<file path="src/verilog/uart_pkg.sv">
// Package with register map, field positions and timing constants
package uart_pkg;
   localparam logic [7:0] ADDR_CTRL_HIGH = 8'hF2;
   localparam logic [7:0] ADDR_CTRL_LOW = 8'hF3;
   localparam logic [7:0] ADDR_DATA = 8'hF4;
   localparam logic [7:0] ADDR_BAUD = 8'hF5;
   localparam logic [7:0] CTRL_LOW_RESET = 8'h00;
   localparam logic [7:0] CTRL_HIGH_RESET = 8'h00;
   localparam logic [7:0] BAUD_RESET = 8'h00;
   localparam logic [7:0] DATA_RESET = 8'h00;
   // Low control field positions
   localparam int LO_TX_PAR_EN = 7;
   localparam int LO_TX_PAR_ODD = 6;
   localparam int LO_RX_PAR_ODD = 5;
   localparam int LO_PAR_ERR = 4;
   localparam int LO_CLK_HI = 3;
   localparam int LO_CLK_LO = 2;
   localparam int LO_TX_IE = 1;
   localparam int LO_TX_PEND = 0;
   // High control field positions
   localparam int HI_MODE_HI = 7;
   localparam int HI_MODE_LO = 6;
   localparam int HI_MCE = 5;
   localparam int HI_RX_EN = 4;
   localparam int HI_TX_NINTH = 3;
   localparam int HI_RX_NINTH = 2;
   localparam int HI_RX_IE = 1;
   localparam int HI_RX_PEND = 0;
   // Sixteen ticks of the serial clock make one bit time
   localparam logic [3:0] TICKS_LAST = 4'hF;
   localparam logic [3:0] TICKS_MID = 4'h7;
   localparam logic [3:0] MODE0_BITS_LAST = 4'h7;
   typedef enum logic [1:0] {
      MODE_SHIFT = 2'h0,
      MODE_UART8 = 2'h1,
      MODE_UART9_FIX = 2'h2,
      MODE_UART9_VAR = 2'h3
   } mode_t;
endpackage : uart_pkg

</file>
<file path="src/verilog/uart_ctrl_parity_baud.sv">
// Serial port with parity, prescaler and baud divisor
//
// Overview of operation
// - Low control register at F3h
// - Low control register resets to zero
// - Bit 7 parity autogen, bit 6 odd select
// - Bit 5 rx odd check, bit 4 error
// - Bit 1 tx irq enable, bit 0 pending
// - Mode 0 rx pending at eighth midpoint
// - Mode 1 rx pending at stop midpoint
// - Modes 2,3 rx pending at ninth midpoint
// - Mode 0 tx pending after eighth bit
// - Modes 1-3 tx pending at stop start
// - Baud divisor at F5h, reset zero
// - Mode 2 rate prescaled clock/16, divisor ignored
// - Modes 0,1,3 rate prescaled clock/(16*(div+1))
// - High control mode field selects mode
// - Data write loads tx, read rx
// - Data write starts transmission
`timescale 1ns/100ps
module uart_ctrl_parity_baud
   import uart_pkg::*;
(
   input wire logic clk,
   input wire logic rst_n,
   input wire logic [7:0] reg_addr,
   input wire logic reg_wr,
   input wire logic reg_rd,
   input wire logic [7:0] reg_wdata,
   output logic [7:0] reg_rdata_ff,
   input wire logic serial_in_pin,
   output logic serial_out_pin_ff,
   output logic serial_data_out_ff,
   output logic serial_data_oe_ff,
   output logic tx_irq_ff,
   output logic rx_irq_ff
);
   logic [7:0] uart_ctrl_low_ff;
   logic [7:0] uart_ctrl_high_ff;
   logic [7:0] baud_divisor_ff;
   logic [7:0] rx_buf_ff;
   logic [7:0] tx_buf_ff;
   logic in_meta_ff;
   logic in_sync_ff;
   logic tick;
   logic [1:0] mode;
   logic par_en;
   logic wr_low, wr_high, wr_data, wr_baud;
   logic tx_done_evt, rx_done_evt, rx_err_evt, rx_ok_err, rx_ninth;
   typedef enum logic [1:0] {TX_IDLE = 2'h0, TX_START = 2'h1,
      TX_DATA = 2'h3, TX_STOP = 2'h2} tx_state_t;
   typedef enum logic [1:0] {RX_IDLE = 2'h0, RX_START = 2'h1,
      RX_DATA = 2'h3, RX_STOP = 2'h2} rx_state_t;
   tx_state_t tx_st_ff;
   rx_state_t rx_st_ff;
   logic [3:0] tx_tk_ff, rx_tk_ff, tx_bit_ff, rx_bit_ff;
   logic [8:0] tx_sh_ff, rx_sh_ff;
   assign mode = uart_ctrl_high_ff[HI_MODE_HI:HI_MODE_LO];
   assign par_en = uart_ctrl_low_ff[LO_TX_PAR_EN];
   assign wr_low = reg_wr && reg_addr == ADDR_CTRL_LOW;
   assign wr_high = reg_wr && reg_addr == ADDR_CTRL_HIGH;
   assign wr_data = reg_wr && reg_addr == ADDR_DATA;
   assign wr_baud = reg_wr && reg_addr == ADDR_BAUD;
   // Pin input passes two flip-flops
   always_ff @(posedge clk or negedge rst_n) begin
      if (!rst_n) begin
         in_meta_ff <= 1'b1;
         in_sync_ff <= 1'b1;
      end else begin
         in_meta_ff <= serial_in_pin;
         in_sync_ff <= in_meta_ff;
      end
   end
   // Prescaler and divisor tick at sixteen per bit
   rate_gen u_rate (
      .clk(clk),
      .rst_n(rst_n),
      .clk_sel(uart_ctrl_low_ff[LO_CLK_HI:LO_CLK_LO]),
      .mode(mode),
      .divisor(baud_divisor_ff),
      .tick(tick)
   );
   // Low control register; hardware sets beat software clears
   always_ff @(posedge clk or negedge rst_n) begin
      if (!rst_n) begin
         uart_ctrl_low_ff <= CTRL_LOW_RESET;
      end else begin
         if (wr_low) begin
            uart_ctrl_low_ff[7:1] <= reg_wdata[7:1];
            if (!reg_wdata[LO_TX_PEND])
               uart_ctrl_low_ff[LO_TX_PEND] <= 1'b0;
         end
         if (tx_done_evt)
            uart_ctrl_low_ff[LO_TX_PEND] <= 1'b1;
         if (rx_err_evt)
            uart_ctrl_low_ff[LO_PAR_ERR] <= rx_ok_err;
      end
   end
   // High control register, rx pending and ninth bit
   always_ff @(posedge clk or negedge rst_n) begin
      if (!rst_n) begin
         uart_ctrl_high_ff <= CTRL_HIGH_RESET;
      end else begin
         if (wr_high) begin
            uart_ctrl_high_ff[7:1] <= reg_wdata[7:1];
            if (!reg_wdata[HI_RX_PEND])
               uart_ctrl_high_ff[HI_RX_PEND] <= 1'b0;
         end
         if (rx_done_evt) begin
            uart_ctrl_high_ff[HI_RX_PEND] <= 1'b1;
            if (mode[1])
               uart_ctrl_high_ff[HI_RX_NINTH] <= rx_ninth;
         end
      end
   end
   // Baud divisor and transmit buffer
   always_ff @(posedge clk or negedge rst_n) begin
      if (!rst_n) begin
         baud_divisor_ff <= BAUD_RESET;
         tx_buf_ff <= DATA_RESET;
      end else begin
         if (wr_baud)
            baud_divisor_ff <= reg_wdata;
         if (wr_data)
            tx_buf_ff <= reg_wdata;
      end
   end
   // Registered read data; separate receive buffer at data address
   always_ff @(posedge clk or negedge rst_n) begin
      if (!rst_n) begin
         reg_rdata_ff <= 8'h00;
      end else if (reg_rd) begin
         unique case (reg_addr)
            ADDR_CTRL_HIGH: reg_rdata_ff <= uart_ctrl_high_ff;
            ADDR_CTRL_LOW: reg_rdata_ff <= uart_ctrl_low_ff;
            ADDR_DATA: reg_rdata_ff <= rx_buf_ff;
            ADDR_BAUD: reg_rdata_ff <= baud_divisor_ff;
            default: reg_rdata_ff <= 8'h00;
         endcase
      end
   end
   // Interrupt request lines follow pending and enable
   always_ff @(posedge clk or negedge rst_n) begin
      if (!rst_n) begin
         tx_irq_ff <= 1'b0;
         rx_irq_ff <= 1'b0;
      end else begin
         tx_irq_ff <= uart_ctrl_low_ff[LO_TX_IE] &
            uart_ctrl_low_ff[LO_TX_PEND];
         rx_irq_ff <= uart_ctrl_high_ff[HI_RX_IE] &
            uart_ctrl_high_ff[HI_RX_PEND];
      end
   end
   // Transmitter: start, data (8 or 9), stop; mode 0 shifts 8 bits
   always_ff @(posedge clk or negedge rst_n) begin
      if (!rst_n) begin
         tx_st_ff <= TX_IDLE;
         tx_tk_ff <= 4'h0;
         tx_bit_ff <= 4'h0;
         tx_sh_ff <= 9'h000;
         serial_out_pin_ff <= 1'b1;
         serial_data_out_ff <= 1'b1;
         serial_data_oe_ff <= 1'b0;
         tx_done_evt <= 1'b0;
      end else begin
         tx_done_evt <= 1'b0;
         if (wr_data) begin
            tx_tk_ff <= 4'h0;
            tx_bit_ff <= 4'h0;
            // Ninth bit is parity when autogen is on, else from control
            tx_sh_ff <= {par_en ? (^reg_wdata ^
               uart_ctrl_low_ff[LO_TX_PAR_ODD]) :
               uart_ctrl_high_ff[HI_TX_NINTH], reg_wdata};
            if (mode == MODE_SHIFT) begin
               tx_st_ff <= TX_DATA;
               serial_data_oe_ff <= 1'b1;
               serial_data_out_ff <= reg_wdata[0];
            end else begin
               tx_st_ff <= TX_START;
               serial_out_pin_ff <= 1'b0;
            end
         end else if (tick && tx_st_ff != TX_IDLE) begin
            tx_tk_ff <= tx_tk_ff + 4'h1;
            if (mode == MODE_SHIFT) begin
               // Shift clock low in first half of each bit
               serial_out_pin_ff <= tx_tk_ff >= TICKS_MID;
            end
            if (tx_tk_ff == TICKS_LAST) begin
               unique case (tx_st_ff)
                  TX_START: begin
                     tx_st_ff <= TX_DATA;
                     serial_out_pin_ff <= tx_sh_ff[0];
                  end
                  TX_DATA: begin
                     tx_bit_ff <= tx_bit_ff + 4'h1;
                     tx_sh_ff <= {1'b0, tx_sh_ff[8:1]};
                     if (mode == MODE_SHIFT) begin
                        serial_data_out_ff <= tx_sh_ff[1];
                        if (tx_bit_ff == MODE0_BITS_LAST) begin
                           tx_st_ff <= TX_IDLE;
                           serial_data_oe_ff <= 1'b0;
                           tx_done_evt <= 1'b1;
                        end
                     end else if (tx_bit_ff == (mode[1] ? 4'h8 : 4'h7)) begin
                        tx_st_ff <= TX_STOP;
                        serial_out_pin_ff <= 1'b1;
                        tx_done_evt <= 1'b1;
                     end else begin
                        serial_out_pin_ff <= tx_sh_ff[1];
                     end
                  end
                  TX_STOP: tx_st_ff <= TX_IDLE;
                  default: tx_st_ff <= TX_IDLE;
               endcase
            end
         end
      end
   end
   // Receiver: start detect, sample at midpoints, flag on ninth midpoint in modes 2,3, else on last midpoint
   always_ff @(posedge clk or negedge rst_n) begin
      if (!rst_n) begin
         rx_st_ff <= RX_IDLE;
         rx_tk_ff <= 4'h0;
         rx_bit_ff <= 4'h0;
         rx_sh_ff <= 9'h000;
         rx_buf_ff <= DATA_RESET;
         rx_done_evt <= 1'b0;
         rx_err_evt <= 1'b0;
         rx_ok_err <= 1'b0;
         rx_ninth <= 1'b0;
      end else begin
         rx_done_evt <= 1'b0;
         rx_err_evt <= 1'b0;
         if (!uart_ctrl_high_ff[HI_RX_EN]) begin
            rx_st_ff <= RX_IDLE;
         end else if (rx_st_ff == RX_IDLE) begin
            rx_tk_ff <= 4'h0;
            rx_bit_ff <= 4'h0;
            if (mode == MODE_SHIFT) begin
               // Mode 0 starts only while rx pending is clear
               if (!uart_ctrl_high_ff[HI_RX_PEND] && tick)
                  rx_st_ff <= RX_DATA;
            end else if (!in_sync_ff) begin
               rx_st_ff <= RX_START;
            end
         end else if (tick) begin
            rx_tk_ff <= rx_tk_ff + 4'h1;
            if (rx_tk_ff == TICKS_MID) begin
               unique case (rx_st_ff)
                  RX_START: begin
                     if (in_sync_ff)
                        rx_st_ff <= RX_IDLE; // False start
                  end
                  RX_DATA: begin
                     rx_bit_ff <= rx_bit_ff + 4'h1;
                     rx_sh_ff <= {in_sync_ff, rx_sh_ff[8:1]};
                     if (mode[1] && rx_bit_ff == 4'h8) begin
                        // Ninth bit midpoint ends frame
                        rx_buf_ff <= rx_sh_ff[8:1];
                        rx_ninth <= in_sync_ff;
                        rx_done_evt <= 1'b1;
                        rx_err_evt <= par_en;
                        rx_ok_err <= (^rx_sh_ff[8:1] ^ in_sync_ff) !=
                           uart_ctrl_low_ff[LO_RX_PAR_ODD];
                        rx_st_ff <= RX_STOP;
                     end else if (mode == MODE_SHIFT &&
                        rx_bit_ff == MODE0_BITS_LAST) begin
                        rx_buf_ff <= {in_sync_ff, rx_sh_ff[8:2]};
                        rx_done_evt <= 1'b1;
                        rx_st_ff <= RX_IDLE;
                     end else if (mode == MODE_UART8 &&
                        rx_bit_ff == 4'h7) begin
                        rx_st_ff <= RX_STOP;
                     end
                  end
                  RX_STOP: begin
                     if (mode == MODE_UART8) begin
                        rx_buf_ff <= rx_sh_ff[8:1];
                        rx_done_evt <= 1'b1;
                     end
                     rx_st_ff <= RX_IDLE;
                  end
                  default: rx_st_ff <= RX_IDLE;
               endcase
            end else if (rx_tk_ff == TICKS_LAST &&
               rx_st_ff == RX_START) begin
               rx_st_ff <= RX_DATA;
            end
         end
      end
   end
endmodule : uart_ctrl_parity_baud

</file>
<file path="src/verilog/rate_gen.sv">
// Serial clock prescaler and bit-rate tick generator
`timescale 1ns/100ps
module rate_gen
   import uart_pkg::*;
(
   input wire logic clk,
   input wire logic rst_n,
   input wire logic [1:0] clk_sel,
   input wire logic [1:0] mode,
   input wire logic [7:0] divisor,
   output logic tick
);
   logic [2:0] pre_ff;
   logic [7:0] div_ff;
   logic pre_tick;
   // Prescale codes 00..11 give divide by 8, 4, 2, 1
   always_comb begin
      unique case (clk_sel)
         2'h0: pre_tick = (pre_ff == 3'h7);
         2'h1: pre_tick = (pre_ff[1:0] == 2'h3);
         2'h2: pre_tick = pre_ff[0];
         2'h3: pre_tick = 1'b1;
      endcase
   end
   always_ff @(posedge clk or negedge rst_n) begin
      if (!rst_n) begin
         pre_ff <= 3'h0;
      end else begin
         pre_ff <= pre_ff + 3'h1;
      end
   end
   // Divisor plus one, bypassed in the fixed-rate mode
   always_ff @(posedge clk or negedge rst_n) begin
      if (!rst_n) begin
         div_ff <= 8'h00;
         tick <= 1'b0;
      end else begin
         tick <= 1'b0;
         if (pre_tick) begin
            if (mode == MODE_UART9_FIX || div_ff >= divisor) begin
               div_ff <= 8'h00;
               tick <= 1'b1;
            end else begin
               div_ff <= div_ff + 8'h01;
            end
         end
      end
   end
endmodule : rate_gen

</file>
<file path="config.mk">
export PLATFORM = sky130hd
export DESIGN_NAME = uart_ctrl_parity_baud
export DESIGN_NICKNAME = d
export VERILOG_FILES = /design/src/verilog/uart_pkg.sv /design/src/verilog/uart_ctrl_parity_baud.sv /design/src/verilog/rate_gen.sv
export SDC_FILE = /design/constraint.sdc
export NUM_CORES = 1
export LEC_CHECK = 0
export ABC_AREA = 1
export BUFFER_PORTS_ARGS = -buffer_cell sky130_fd_sc_hd__buf_4
export CAP_MARGIN = 25
export CORE_MARGIN = 2
export CORE_UTILIZATION = 55
export DETAILED_ROUTE_END_ITERATION = 8
export PLACE_DENSITY = 0.76
export SLEW_MARGIN = 20
export SYNTH_ARGS = -nofsm -noshare
export SYNTH_HDL_FRONTEND = slang
export SYNTH_SLANG_ARGS = --single-unit
</file>
<file path="constraint.sdc">
create_clock -name clk -period 1.75 [get_ports clk]
set_clock_uncertainty 0.2 [all_clocks]
set_input_delay 0.175 -clock clk [delete_from_list [all_inputs] [get_ports clk]]
set_output_delay 0.175 -clock clk [all_outputs]
set_load 0.03 [all_outputs]
</file>
# Word level (Yosys, flattened, before mapping)
# Index checks and enable logic that the tools add are counted.
[totals]
word_cells = 222
out_inout_bits = 13
ff_bits = 102
[op_classes]
n_bitwise = 5
n_mux = 98
eq_ne = 37
n_addsub = 6
reduce_logical = 42
magnitude_cmp = 2
[op_table]
columns = ["op", "count"]
rows = [
  ["$mux 4", 13],
  ["$mux 1", 49],
  ["$mux 2", 19],
  ["$mux 9", 4],
  ["$eq 8x8->1 const B", 4],
  ["$mux 8", 4],
  ["$pmux 8 s4", 1],
  ["$reduce_bool 2->1", 12],
  ["$add 4x1->4 const B", 4],
  ["$pmux 8 s2", 1],
  ["$reduce_xor 8->1", 2],
  ["$eq 2x2->1 const B", 7],
  ["$eq 4x3->1 const B", 3],
  ["$eq 4x4->1 const B", 3],
  ["$reduce_and 4->1", 3],
  ["$reduce_and 6->1", 2],
  ["$logic_and 1x1->1", 10],
  ["$reduce_and 5->1", 2],
  ["$add 8x1->8 const B", 1],
  ["$eq 2x1->1 const B", 4],
  ["$ge 8x8->1", 1],
  ["$ne 4x3->1 const B", 2],
  ["$ne 4x4->1 const B", 2],
  ["$pmux 2 s2", 2],
  ["25 further kinds", 35],
]

# Logic depth before layout (Yosys ltp)
# Gate-level depths: netlist of run 1.
[logic_depth]
ltp_word = 10
mapped_depth = 12
depth_no_buf = 12

# Hierarchy
# A second synthesis of run 1 with hierarchy kept.
[unflattened]
cells_unflattened = 731
hier_area_um2 = 5667.9
[modules_own_cells]
columns = ["mod", "cells_each", "area_per_inst_um2", "instances", "seq_area_each_um2"]
rows = [
  ["uart_ctrl_parity_baud", 602, 4787.1, 1, 2232.1],
  ["rate_gen", 129, 880.8, 1, 300.3],
]

# Least setup slack after synthesis of run 1
# Ideal clock, no wire load.
[synth_path]
kind = "reg-to-reg"
startpoint = "register rx_st_ff[0]"
endpoint = "register rx_buf_ff[0]"
stages_incl_launch_ff = 12
path_buffers = 1
t_arrival_ns = 1.604
slack_ns = -0.172
setup_ns = 0.118
path_cell_list = "dfrtp_1 > inv_1 > ha_1 > inv_2 > nand2_2 > nor2_4 > nand2_4 > a211oi_4 > nand2_2 > buf_6 > nor2_1 > nor2_1"
[synth_via]
elab_chain_cells = 3
elab_cells_between_ends = 9
[synth_lines]
columns = ["item", "line", "rtl"]
rows = [
  ["start: declaration", "uart_ctrl_parity_baud.sv:55", "rx_state_t rx_st_ff;"],
  ["start signal: assignment", "uart_ctrl_parity_baud.sv:222", "rx_st_ff <= RX_IDLE;"],
  ["start signal: assignment", "uart_ctrl_parity_baud.sv:235", "rx_st_ff <= RX_IDLE;"],
  ["start signal: assignment", "uart_ctrl_parity_baud.sv:242", "rx_st_ff <= RX_DATA;"],
  ["$eq 2x2->1 / $logic_not 2->1 (equally long branches)", "uart_ctrl_parity_baud.sv:249, uart_ctrl_parity_baud.sv:236", ""],
  ["$ne 3x3->1 (no line) (tied with other cells)", "-", ""],
  ["$reduce_and 7->1 (no line)", "-", ""],
  ["end signal: assignment", "uart_ctrl_parity_baud.sv:259", "rx_buf_ff <= rx_sh_ff[8:1];"],
  ["end signal: assignment", "uart_ctrl_parity_baud.sv:268", "rx_buf_ff <= {in_sync_ff, rx_sh_ff[8:2]};"],
  ["end signal: assignment", "uart_ctrl_parity_baud.sv:278", "rx_buf_ff <= rx_sh_ff[8:1];"],
  ["end: declaration", "uart_ctrl_parity_baud.sv:41", "logic [7:0] rx_buf_ff;"],
]
# Parallel ways exist; a longest one is shown, timed or not.
# A chain may end at the register's enable or synchronous reset.

# Worst setup path in the final report of run 1
[layout_path]
startpoint = "register rx_bit_ff[0]"
endpoint = "register rx_buf_ff[0]"
[layout_via]
elab_chain_cells = 4
elab_cells_between_ends = 8
[layout_lines]
columns = ["item", "line", "rtl"]
rows = [
  ["start: declaration", "uart_ctrl_parity_baud.sv:56", "logic [3:0] tx_tk_ff, rx_tk_ff, tx_bit_ff, rx_bit_ff;"],
  ["start signal: assignment", "uart_ctrl_parity_baud.sv:255", "rx_bit_ff <= rx_bit_ff + 4'h1;"],
  ["$eq 4x4->1 / $eq 4x3->1 (equally long branches)", "uart_ctrl_parity_baud.sv:257, uart_ctrl_parity_baud.sv:267", ""],
  ["$logic_and 1x1->1 (on tied branches)", "uart_ctrl_parity_baud.sv:257, uart_ctrl_parity_baud.sv:266", ""],
  ["$ne 3x3->1 (no line) / $mux 8 (equally long branches)", "-", ""],
  ["$reduce_and 7->1 (no line) / $pmux 8 s2 (equally long branches)", "-", ""],
]
# Parallel ways exist; a longest one is shown, timed or not.

==> flow_summary.ini, run 1 <==
[run_status]
status = finished with violations
violations = setup timing

[sta]
slew_headroom = 0.711
period_minus_slack_ns = 1.87
layout_setup_ws_ns = -0.125
rsz0062_at_grt = true
tns_ns = -0.987
fin_crit_sh = 1.07
timing.hold.ws_ns = 0.0238
setup-violations-final = 14
slew_violations = 0
finalHoldViolCount = 0
fmax_ghz = 0.533
worst_slew_pin_slew_ns = 0.434

[finish]
fin_util = 0.728
drive_gt1_frac = 0.256
synthToLayoutAreaGrowth_pct = 29.0
antenna_cells = 0
final_cell_count_no_fill = 960
fin_nets = 863

[placement]
port_buffers = 33
dp_hpwl_um = 10200
place.gp.congestion = 0.921
dp_cells = 917

[synthesis]
syn-num-nets = 743
postSynthAreaPerCell_um2 = 7.82
synth_cells = 702
ys_ff_latch = 101
synth_cell_types = 38
ys_warn_count = 0
ys_seq_area_frac = 0.461
syn-cell-area_mm2 = 0.00549

[global_route]
antenna_found_initial = 0
grt-ovfl-total = 0
grt_pass1_wl_um = 23300
grt_max_degree = 34
grt_pass1_vias = 4965
grt.total_usage = 0.270

[pwr]
ir_drop_mv = 0.671
power.static_leakage_nw = 3.47
p_comb_frac = 0.190
clkPwrFrac = 0.316
netSwitchingFraction = 0.295
power_mw = 5.28
p_sw_mw = 1.56
power.density_mw_per_mm2 = 745
internal_power_mw = 3.72
seqPwrFrac = 0.494

[routing]
avgRoutedWirePerCell_um = 14.9
first_pass_iters = 5
vias = 5127
highest_layer = met4
ant_nets = 0
drt-initial-drc-count = 365
dr_wl_met3_um = 718
totalWireLength_um = 14300
wl_met1_um = 6050
met2_length_um = 7280
drc = 0
viasPerCell = 5.34

[setup_path]
crit_top_cell = buf_4
slowest_stage = dfrtp_1
slowest_delay_ns = 0.38
path_buf_inv = 3
r2r_start = rx_bit_ff[0]
startpoint = rx_bit_ff[0]
r2r_setup_slack_ns = -0.12
start_kind = flip-flop
critical_path_arrival_ns = 1.97
cp_max_fo = 5
crit_path_end_kind = flip-flop
crit_required_ns = 1.85
path_cells = inv_1, ha_1, nand4_1, buf_4, nand3_4, buf_4, a21oi_1, nor2_1
critical_path.top_delay_family = buffers and inverters
crit_type = reg -> reg

[worst_hold_path]
hp-start = reg_addr[0]
hold_path.class = in -> reg

[cts]
tritoncts = built
cts.htree.levels = 3
path_clk_slew_ns = 0.10
clock_latency_ns = 0.39
cts_root_buf = clkbuf_8
cts.sinks = 101
cts_buffer_depth = 2
numCtsBuffers = 9

[floorplanning]
die-area_mm2 = 0.0108
rows = 36
start_util = 0.564
fp.dieH_um = 104
core_mm2 = 0.00973
io_pins = 34
die_w_um = 104

[job]
drv_cap = 0
cell usage after synthesis (all sizes together):
library cell,count,share of area
a211oi,1,0.0036
a21boi,1,0.0014
a21oi,28,0.026
a22o,1,0.0016
a31oi,1,0.0011
buf,8,0.0096
clkbuf,4,0.0027
dfrtp,97,0.44
dfstp,4,0.019
ha,20,0.046
inv,97,0.066
nand2,208,0.15
nand3,56,0.055
nand3b,1,0.0014
nand4,12,0.014
nor2,46,0.035
nor3,12,0.017
nor4,2,0.0023
o211ai,7,0.0096
o21a,1,0.0014
o21ai,73,0.067
o21bai,1,0.0014
o221ai,2,0.0032
o22ai,1,0.0011
o31ai,1,0.0014
or2,1,0.0011
xnor2,5,0.0080
xor2,11,0.018
final timing paths:
check | cells after the start | end
setup / recovery | 8 | rx_buf_ff[0]
hold / removal | 4 | uart_ctrl_high_ff[3]
setup reg to reg | 8 | rx_buf_ff[0]
hold reg to reg | 0 | in_sync_ff
max in group asynchronous | 3 | in_sync_ff
min in group asynchronous | 2 | rx_sh_ff[5]
routing by layer:
layer  up-vias  global-route usage
li1       2510                   -
met1      2446               0.352
met2       142               0.452
met3        29              0.0551
met4         0              0.0888
met5         -                   0
metrics by stage:
step	setup slack (ns)	area, um^2
finish	-0.125	7080
global route	-0.183	7080
CTS	-0.0441	6720
detailed placement	-0.0995	6330
global placement	-0.0131	6330
floorplan	-0.122	5500
cell type report:
| cell class | instances | area [um^2] |
|---|---|---|
| Clock buffer | 9 | 124 |
| Clock inverter | 7 | 98.8 |
| Fill cell | 732 | 2650 |
| Inverter | 97 | 367 |
| Multi-Input combinational cell | 493 | 2820 |
| Sequential cell | 101 | 2530 |
| Tap cell | 133 | 166 |
| Timing Repair Buffer | 120 | 972 |
cell families (layout without fill, tap and decap cells):
group	after synthesis	count (layout)	synth area share
flip-flops	101	101	0.461
buffers and inverters	109	233	0.0786
XOR/XNOR	16	16	0.0255
AO/OA/AOI/OAI	118	118	0.118
AND/OR/NAND/NOR	338	339	0.271
adder cells (fa/ha/maj)	20	20	0.0456
sequential cells by signal (all words and copies together) (netlist names), 2 cells and up:
register	cells
reg_rdata_ff	8
rx_bit_ff	4
rx_st_ff	2
uart_ctrl_high_ff	8
rx_sh_ff	8
uart_ctrl_low_ff	8
u_rate.div_ff	8
rx_buf_ff	8
tx_st_ff	2
rx_tk_ff	4
tx_tk_ff	4
u_rate.pre_ff	3
baud_divisor_ff	8
tx_bit_ff	4
tx_sh_ff	9
power groups by stage:
stage,Combinational [mW],Clock (mW),Sequential [mW]
3_5_place_dp,0.902,0,2.64
3_3_place_gp,0.864,0,2.63
5_1_grt,1.14,1.78,2.63
4_1_cts,0.944,1.69,2.59
2_1_floorplan,0.449,0,2.68
6_report,1.00,1.67,2.61
layout by cell type, fill, tap and decap left out, types with 3 or more instances in the layout:
cell type      count
nor3_1             8
o21ai_2            4
nand2_2           10
ha_1              10
o21ai_1           22
o21ai_0           47
nor3_4             3
xor2_1             9
dfstp_2            4
inv_2             17
nor2_4             8
ha_4               8
dlygate4sd3_1     11
nand3_2            7
a21oi_1           25
nand4_1           12
a21oi_2            3
inv_1             79
nand2_1          195
dfrtp_1           96
nand3_1           47
nand2_4            4
buf_6              3
buf_4            103
clkbuf_8           9
nor2_1            31
xnor2_1            5
nor2_2             7
o211ai_1           7
worst min-delay path, delay by kind of cell:
kind / cells / cell delay, ns
AO/OA/AOI/OAI: 1 / 0.08
buffers and inverters: 1 / 0.13
AND/OR/NAND/NOR: 2 / 0.20
timing repair:
action,4_1_cts,5_1_grt
setup endpoints to repair,30,51
hold buffers,11,0
buffers inserted,1,14
pin swaps,4,22
hold endpoints to repair,130,0
gates cloned,0,1
gates resized for setup,14,71
Power figures use the tool's default switching activity.
==> run 2: changes to the inputs <==
==> constraint.sdc (replaced) <==
create_clock -name clk -period 1.75 [get_ports clk]
set_clock_uncertainty 0.2 [all_clocks]
set_input_delay 0.2625 -clock clk [delete_from_list [all_inputs] [get_ports clk]]
set_output_delay 0.2625 -clock clk [all_outputs]
set_load 0.03 [all_outputs]
==> flow_summary.ini, run 2 (same netlist as run 1, synthesis figures left out) <==
[job]
drv_cap = 0

[pwr]
power_mw = 5.22
power.static_leakage_nw = 3.62
internal_power_mw = 3.64
netSwitchingFraction = 0.302
power.density_mw_per_mm2 = 714
seqPwrFrac = 0.502
clkPwrFrac = 0.282
p_sw_mw = 1.58
ir_drop_mv = 0.688
p_comb_frac = 0.216

[floorplanning]
io_pins = 34
core_mm2 = 0.00973
rows = 36
die-area_mm2 = 0.0108
start_util = 0.564
fp.dieH_um = 104
die_w_um = 104

[setup_path]
path_cells = buf_4, buf_4, ha_2, inv_2, a211oi_4, nand2_2, nor2_1, a21oi_1
r2r_setup_slack_ns = -0.11
crit_path_end_kind = flip-flop
reg2reg_depth = 8
path_buf_inv = 3
slowest_delay_ns = 0.39
cp_max_fo = 6
r2r-end = rx_buf_ff[6]
crit_top_cell = buf_4
endpoint = rx_buf_ff[6]
slowest_stage = dfrtp_1
startpoint = rx_st_ff[1]
crit_required_ns = 1.83
crit_type = reg -> reg
r2r_start = rx_st_ff[1]
critical_path_arrival_ns = 1.94
path_depth = 8
start_kind = flip-flop
critical_path.top_delay_family = compound AO/OA/AOI/OAI gates

[finish]
final_cell_count_no_fill = 981
regMostFlops = tx_sh_ff
synthToLayoutAreaGrowth_pct = 33.2
mostFrequentLayoutCell = nand2_1
drive_gt1_frac = 0.305
antenna_cells = 0
final_cell_mix = 183 x nand2_1, 123 x buf_4, 96 x dfrtp_1, 76 x inv_1, 49 x nand3_1
largest_reg_flops = 9
fin_nets = 884

[global_route]
grt.total_usage = 0.270
antenna_found_initial = 1
grt_pass1_wl_um = 23200
grt_max_degree = 32
grt-ovfl-total = 0
grt_pass1_vias = 5002

[cts]
cts.htree.levels = 3
numCtsBuffers = 9
cts_buffer_depth = 2
cts.sinks = 101
tritoncts = built
path_clk_slew_ns = 0.09
cts_root_buf = clkbuf_8
clock_latency_ns = 0.38

[sta]
period_minus_slack_ns = 1.86
slew_headroom = 0.745
slew_violations = 0
rsz0062_at_grt = true
finalHoldViolCount = 0
fin_crit_sh = 1.06
worst_slew_pin_slew_ns = 0.382
layout_setup_ws_ns = -0.111
fmax_ghz = 0.537
setup-violations-final = 19

[placement]
port_buffers = 33
post-place-ws_ns = -0.168
dp_hpwl_um = 10400
place.gp.congestion = 0.897
dp_cells = 926

[routing]
viasPerCell = 5.38
avgRoutedWirePerCell_um = 15.4
totalWireLength_um = 15100
vias = 5279
first_pass_iters = 5
drc = 0
ant_nets = 0
drt-initial-drc-count = 310

[run_status]
violations = setup timing
status = finished with violations

[worst_hold_path]
hold_path.class = in -> reg
hp-start = reg_wdata[1]
[run 2: cell count changes in the layout (fill, tap and decap cells not counted), moves of 4 or more]
cell           delta
ha_1              -4
buf_6             +6
dlygate4sd3_1     -6
buf_4            +20
nand2_1          -12
nand2_2          +10
[run 2: layer usage]
| layer | part of all wire | track usage | up-vias |
|---|---|---|---|
| met5 | 0 | 0 | - |
| met3 | 0.047 | 0.0658 | 29 |
| met4 | 0.019 | 0.0917 | 0 |
| met2 | 0.51 | 0.453 | 154 |
| met1 | 0.42 | 0.344 | 2541 |
| li1 | - | - | 2555 |
[run 2: what timing repair did]
action	in CTS	in global routing
buffers inserted	11	22
hold buffers	5	0
endpoints found under the hold margin	108	0
pin swaps	15	36
resized for setup	22	100
cloned	1	2
endpoints found under the setup margin	32	53
[run 2: power groups by stage]
stage          combinational, mW  sequential, mW  clock, mW
2_1_floorplan              0.449            2.68          0
3_3_place_gp               0.880            2.63          0
3_5_place_dp               0.921            2.64          0
4_1_cts                    0.964            2.60       1.50
5_1_grt                     1.25            2.64       1.59
6_report                    1.13            2.62       1.47
[run 2: area by class of cell]
cell class | instances | area [um^2]
multi-input cells | 493 | 2900
flip-flops and latches | 101 | 2530
fillers | 733 | 2410
repair buffers | 141 | 1150
inverters | 97 | 372
well taps | 133 | 166
clock buffers | 9 | 124
clock inverters | 7 | 66.3
[run 2: per-stage QoR]
| stage | hold WS, ns | utilization | instance area (um^2) | TNS (ns) |
|---|---|---|---|---|
| floorplan | -0.233 | - | 5500 | -0.942 |
| global placement | 0.00328 | 0.660 | 6420 | -1.19 |
| detailed placement | 0.00311 | 0.660 | 6420 | -2.35 |
| CTS | 0.0313 | 0.700 | 6810 | -0.966 |
| global route | 0.0523 | 0.752 | 7310 | -3.92 |
| finish | 0.0514 | 0.752 | 7310 | -1.15 |
[run 2: worst min path at each step]
stage / to / slack, ns / cells after the start
2_1_floorplan: baud_divisor_ff[0] / -0.23 / 0
3_3_place_gp: rx_buf_ff[6] / 0.003 / 1
3_5_place_dp: rx_buf_ff[6] / 0.003 / 1
4_1_cts: uart_ctrl_high_ff[1] / 0.03 / 3
5_1_grt: uart_ctrl_low_ff[1] / 0.05 / 3
6_report: uart_ctrl_low_ff[1] / 0.05 / 3
[run 2: worst register-to-register path: cells and delay by family, from the launching register on]
kind	cells	cell delay, ns
AOI/OAI and AO/OA	2	0.40
DFF	1	0.39
buffers and inverters	3	0.29
and+or+nand+nor	2	0.29
adders and majority gates	1	0.18
==> run 3: changes to the inputs <==
--- a/config.mk
+++ b/config.mk
@@ -11,7 +11,7 @@
 export CORE_MARGIN = 2
 export CORE_UTILIZATION = 55
 export DETAILED_ROUTE_END_ITERATION = 8
-export PLACE_DENSITY = 0.76
+export PLACE_DENSITY = 0.81
 export SLEW_MARGIN = 20
 export SYNTH_ARGS = -nofsm -noshare
 export SYNTH_HDL_FRONTEND = slang
==> flow_summary.ini, run 3 (same netlist as run 1, synthesis figures left out) <==
[run_status]
status = finished with violations
violations = setup timing

[setup_path]
path_cells = ha_4, ha_4, nand2_2, nand2_2, nand2_4, inv_4, buf_4, nand2_1, inv_2, buf_4
critical_path_arrival_ns = 1.86
critical_path.top_delay_family = flip-flops
crit_required_ns = 1.83
crit_type = reg -> reg
path_buf_inv = 4
crit_path_end_kind = flip-flop
start_kind = flip-flop
slowest_stage = dfrtp_1
cp_max_fo = 5
slowest_delay_ns = 0.42

[pwr]
power_mw = 4.97
power.static_leakage_nw = 3.50
clkPwrFrac = 0.273
internal_power_mw = 3.44
p_comb_frac = 0.202
netSwitchingFraction = 0.308
seqPwrFrac = 0.525
power.density_mw_per_mm2 = 708
ir_drop_mv = 0.649
p_sw_mw = 1.53

[finish]
final_cell_mix = 190 x nand2_1, 109 x buf_4, 96 x dfrtp_1, 76 x inv_1, 50 x nand3_1
fin_util = 0.722
fillerInstances = 735
antenna_cells = 0
mostFrequentLayoutCell = nand2_1
drive_gt1_frac = 0.269
synthToLayoutAreaGrowth_pct = 27.9
final_cell_count_no_fill = 962
fin_nets = 865
regMostFlops = tx_sh_ff
largest_reg_flops = 9

[global_route]
antenna_found_initial = 0
grt_pass1_wl_um = 22600
grt_max_degree = 46
grt_pass1_vias = 5045
grt.total_usage = 0.259
grt-ovfl-total = 0

[routing]
vias = 5220
viasPerCell = 5.43
first_pass_iters = 5
drt-initial-drc-count = 336
drc = 0
totalWireLength_um = 14200
avgRoutedWirePerCell_um = 14.7
ant_nets = 0

[sta]
setup-violations-final = 9
slew_violations = 0
layout_setup_ws_ns = -0.0347
timing.hold.ws_ns = 0.0346
slew_headroom = 0.709
rsz0062_at_grt = true
fmax_ghz = 0.560
worst_slew_pin_slew_ns = 0.435
period_minus_slack_ns = 1.78
fin_crit_sh = 1.02
finalHoldViolCount = 0
tns_ns = -0.105

[cts]
clock_latency_ns = 0.38
cts_buffer_depth = 2
tritoncts = built
cts.sinks = 101
cts.htree.levels = 3
numCtsBuffers = 9
cts_root_buf = clkbuf_8
path_clk_slew_ns = 0.10

[floorplanning]
die_w_um = 104
die-area_mm2 = 0.0108
start_util = 0.564
fp.dieH_um = 104
io_pins = 34
core_mm2 = 0.00973
rows = 36

[placement]
dp_cells = 918
place.gp.congestion = 0.899
port_buffers = 33
dp_hpwl_um = 9910

[worst_hold_path]
hold_path.class = in -> reg

[job]
drv_cap = 0
-- run 3: cell types whose count changed in the layout (fill, tap and decap cells not counted), sizes merged --
cell         before  now
clkinv            5    4
dlygate4sd3       5    4
bufinv            1    0
inv              97   98
clkbuf            9   11
buf             136  118
nand2           209  208
-- run 3: area by class of cell --
type | instances | area [um^2] | share of cell area
clock buffer | 10 | 128 | 0.0182
clock inverter | 6 | 47.5 | 0.00677
inverter | 97 | 369 | 0.0525
multi-input combinational | 492 | 2790 | 0.397
sequential | 101 | 2530 | 0.361
tap | 133 | 166 | 0.0237
timing repair buffer | 123 | 993 | 0.141
-- run 3: worst register-to-register path, delay by kind of cell, from the launching register on --
| family | cells | cell delay (ns) |
|---|---|---|
| AND/OR/NAND/NOR | 4 | 0.33 |
| flip-flops | 1 | 0.42 |
| adder cells (fa/ha/maj) | 2 | 0.34 |
| buffers and inverters | 4 | 0.40 |
-- run 3: metrics by stage --
step | setup WS, ns | cell area (um^2)
floorplan | -0.122 | 5500
global placement | -0.00800 | 6350
detailed placement | -0.0778 | 6350
CTS | -0.0342 | 6640
global route | -0.146 | 7020
finish | -0.0347 | 7020
-- run 3: per-layer routing --
| layer | GRT usage | vias up | wire length, um |
|---|---|---|---|
| met1 | 0.327 | 2484 | 5860 |
| met3 | 0.0639 | 35 | 753 |
| met4 | 0.104 | 0 | 396 |
| li1 | - | 2529 | - |
| met5 | 0 | - | 0 |
| met2 | 0.429 | 172 | 7140 |
-- run 3: worst paths after layout --
kind,start,endpoint,slack (ns),cells after the start
worst max-delay path,u_rate.pre_ff[0],u_rate.tick,-0.03,10
worst min-delay path,reg_wdata[4],uart_ctrl_low_ff[4],0.03,3
worst max register to register,u_rate.pre_ff[0],u_rate.tick,-0.03,10
worst min register to register,in_meta_ff,in_sync_ff,0.16,0
max in group asynchronous,rst_n,serial_data_out_ff,0.59,3
min in group asynchronous,rst_n,rx_buf_ff[4],0.15,2
-- run 3: what timing repair did --
item	CTS	global route
pin swaps	2	21
hold endpoints to repair	105	0
gates cloned	0	2
resized for setup	16	78
hold buffers	4	0
setup buffers	3	19
endpoints found under the setup margin	26	45
-- run 3: power by group through the flow --
stage                     clock [mW]  combinational, mW  sequential, mW
after floorplan                    0              0.449            2.68
after global placement             0              0.849            2.64
after detailed placement           0              0.887            2.65
after CTS                       1.40              0.916            2.61
after global routing            1.49               1.12            2.63
final                           1.36               1.00            2.61
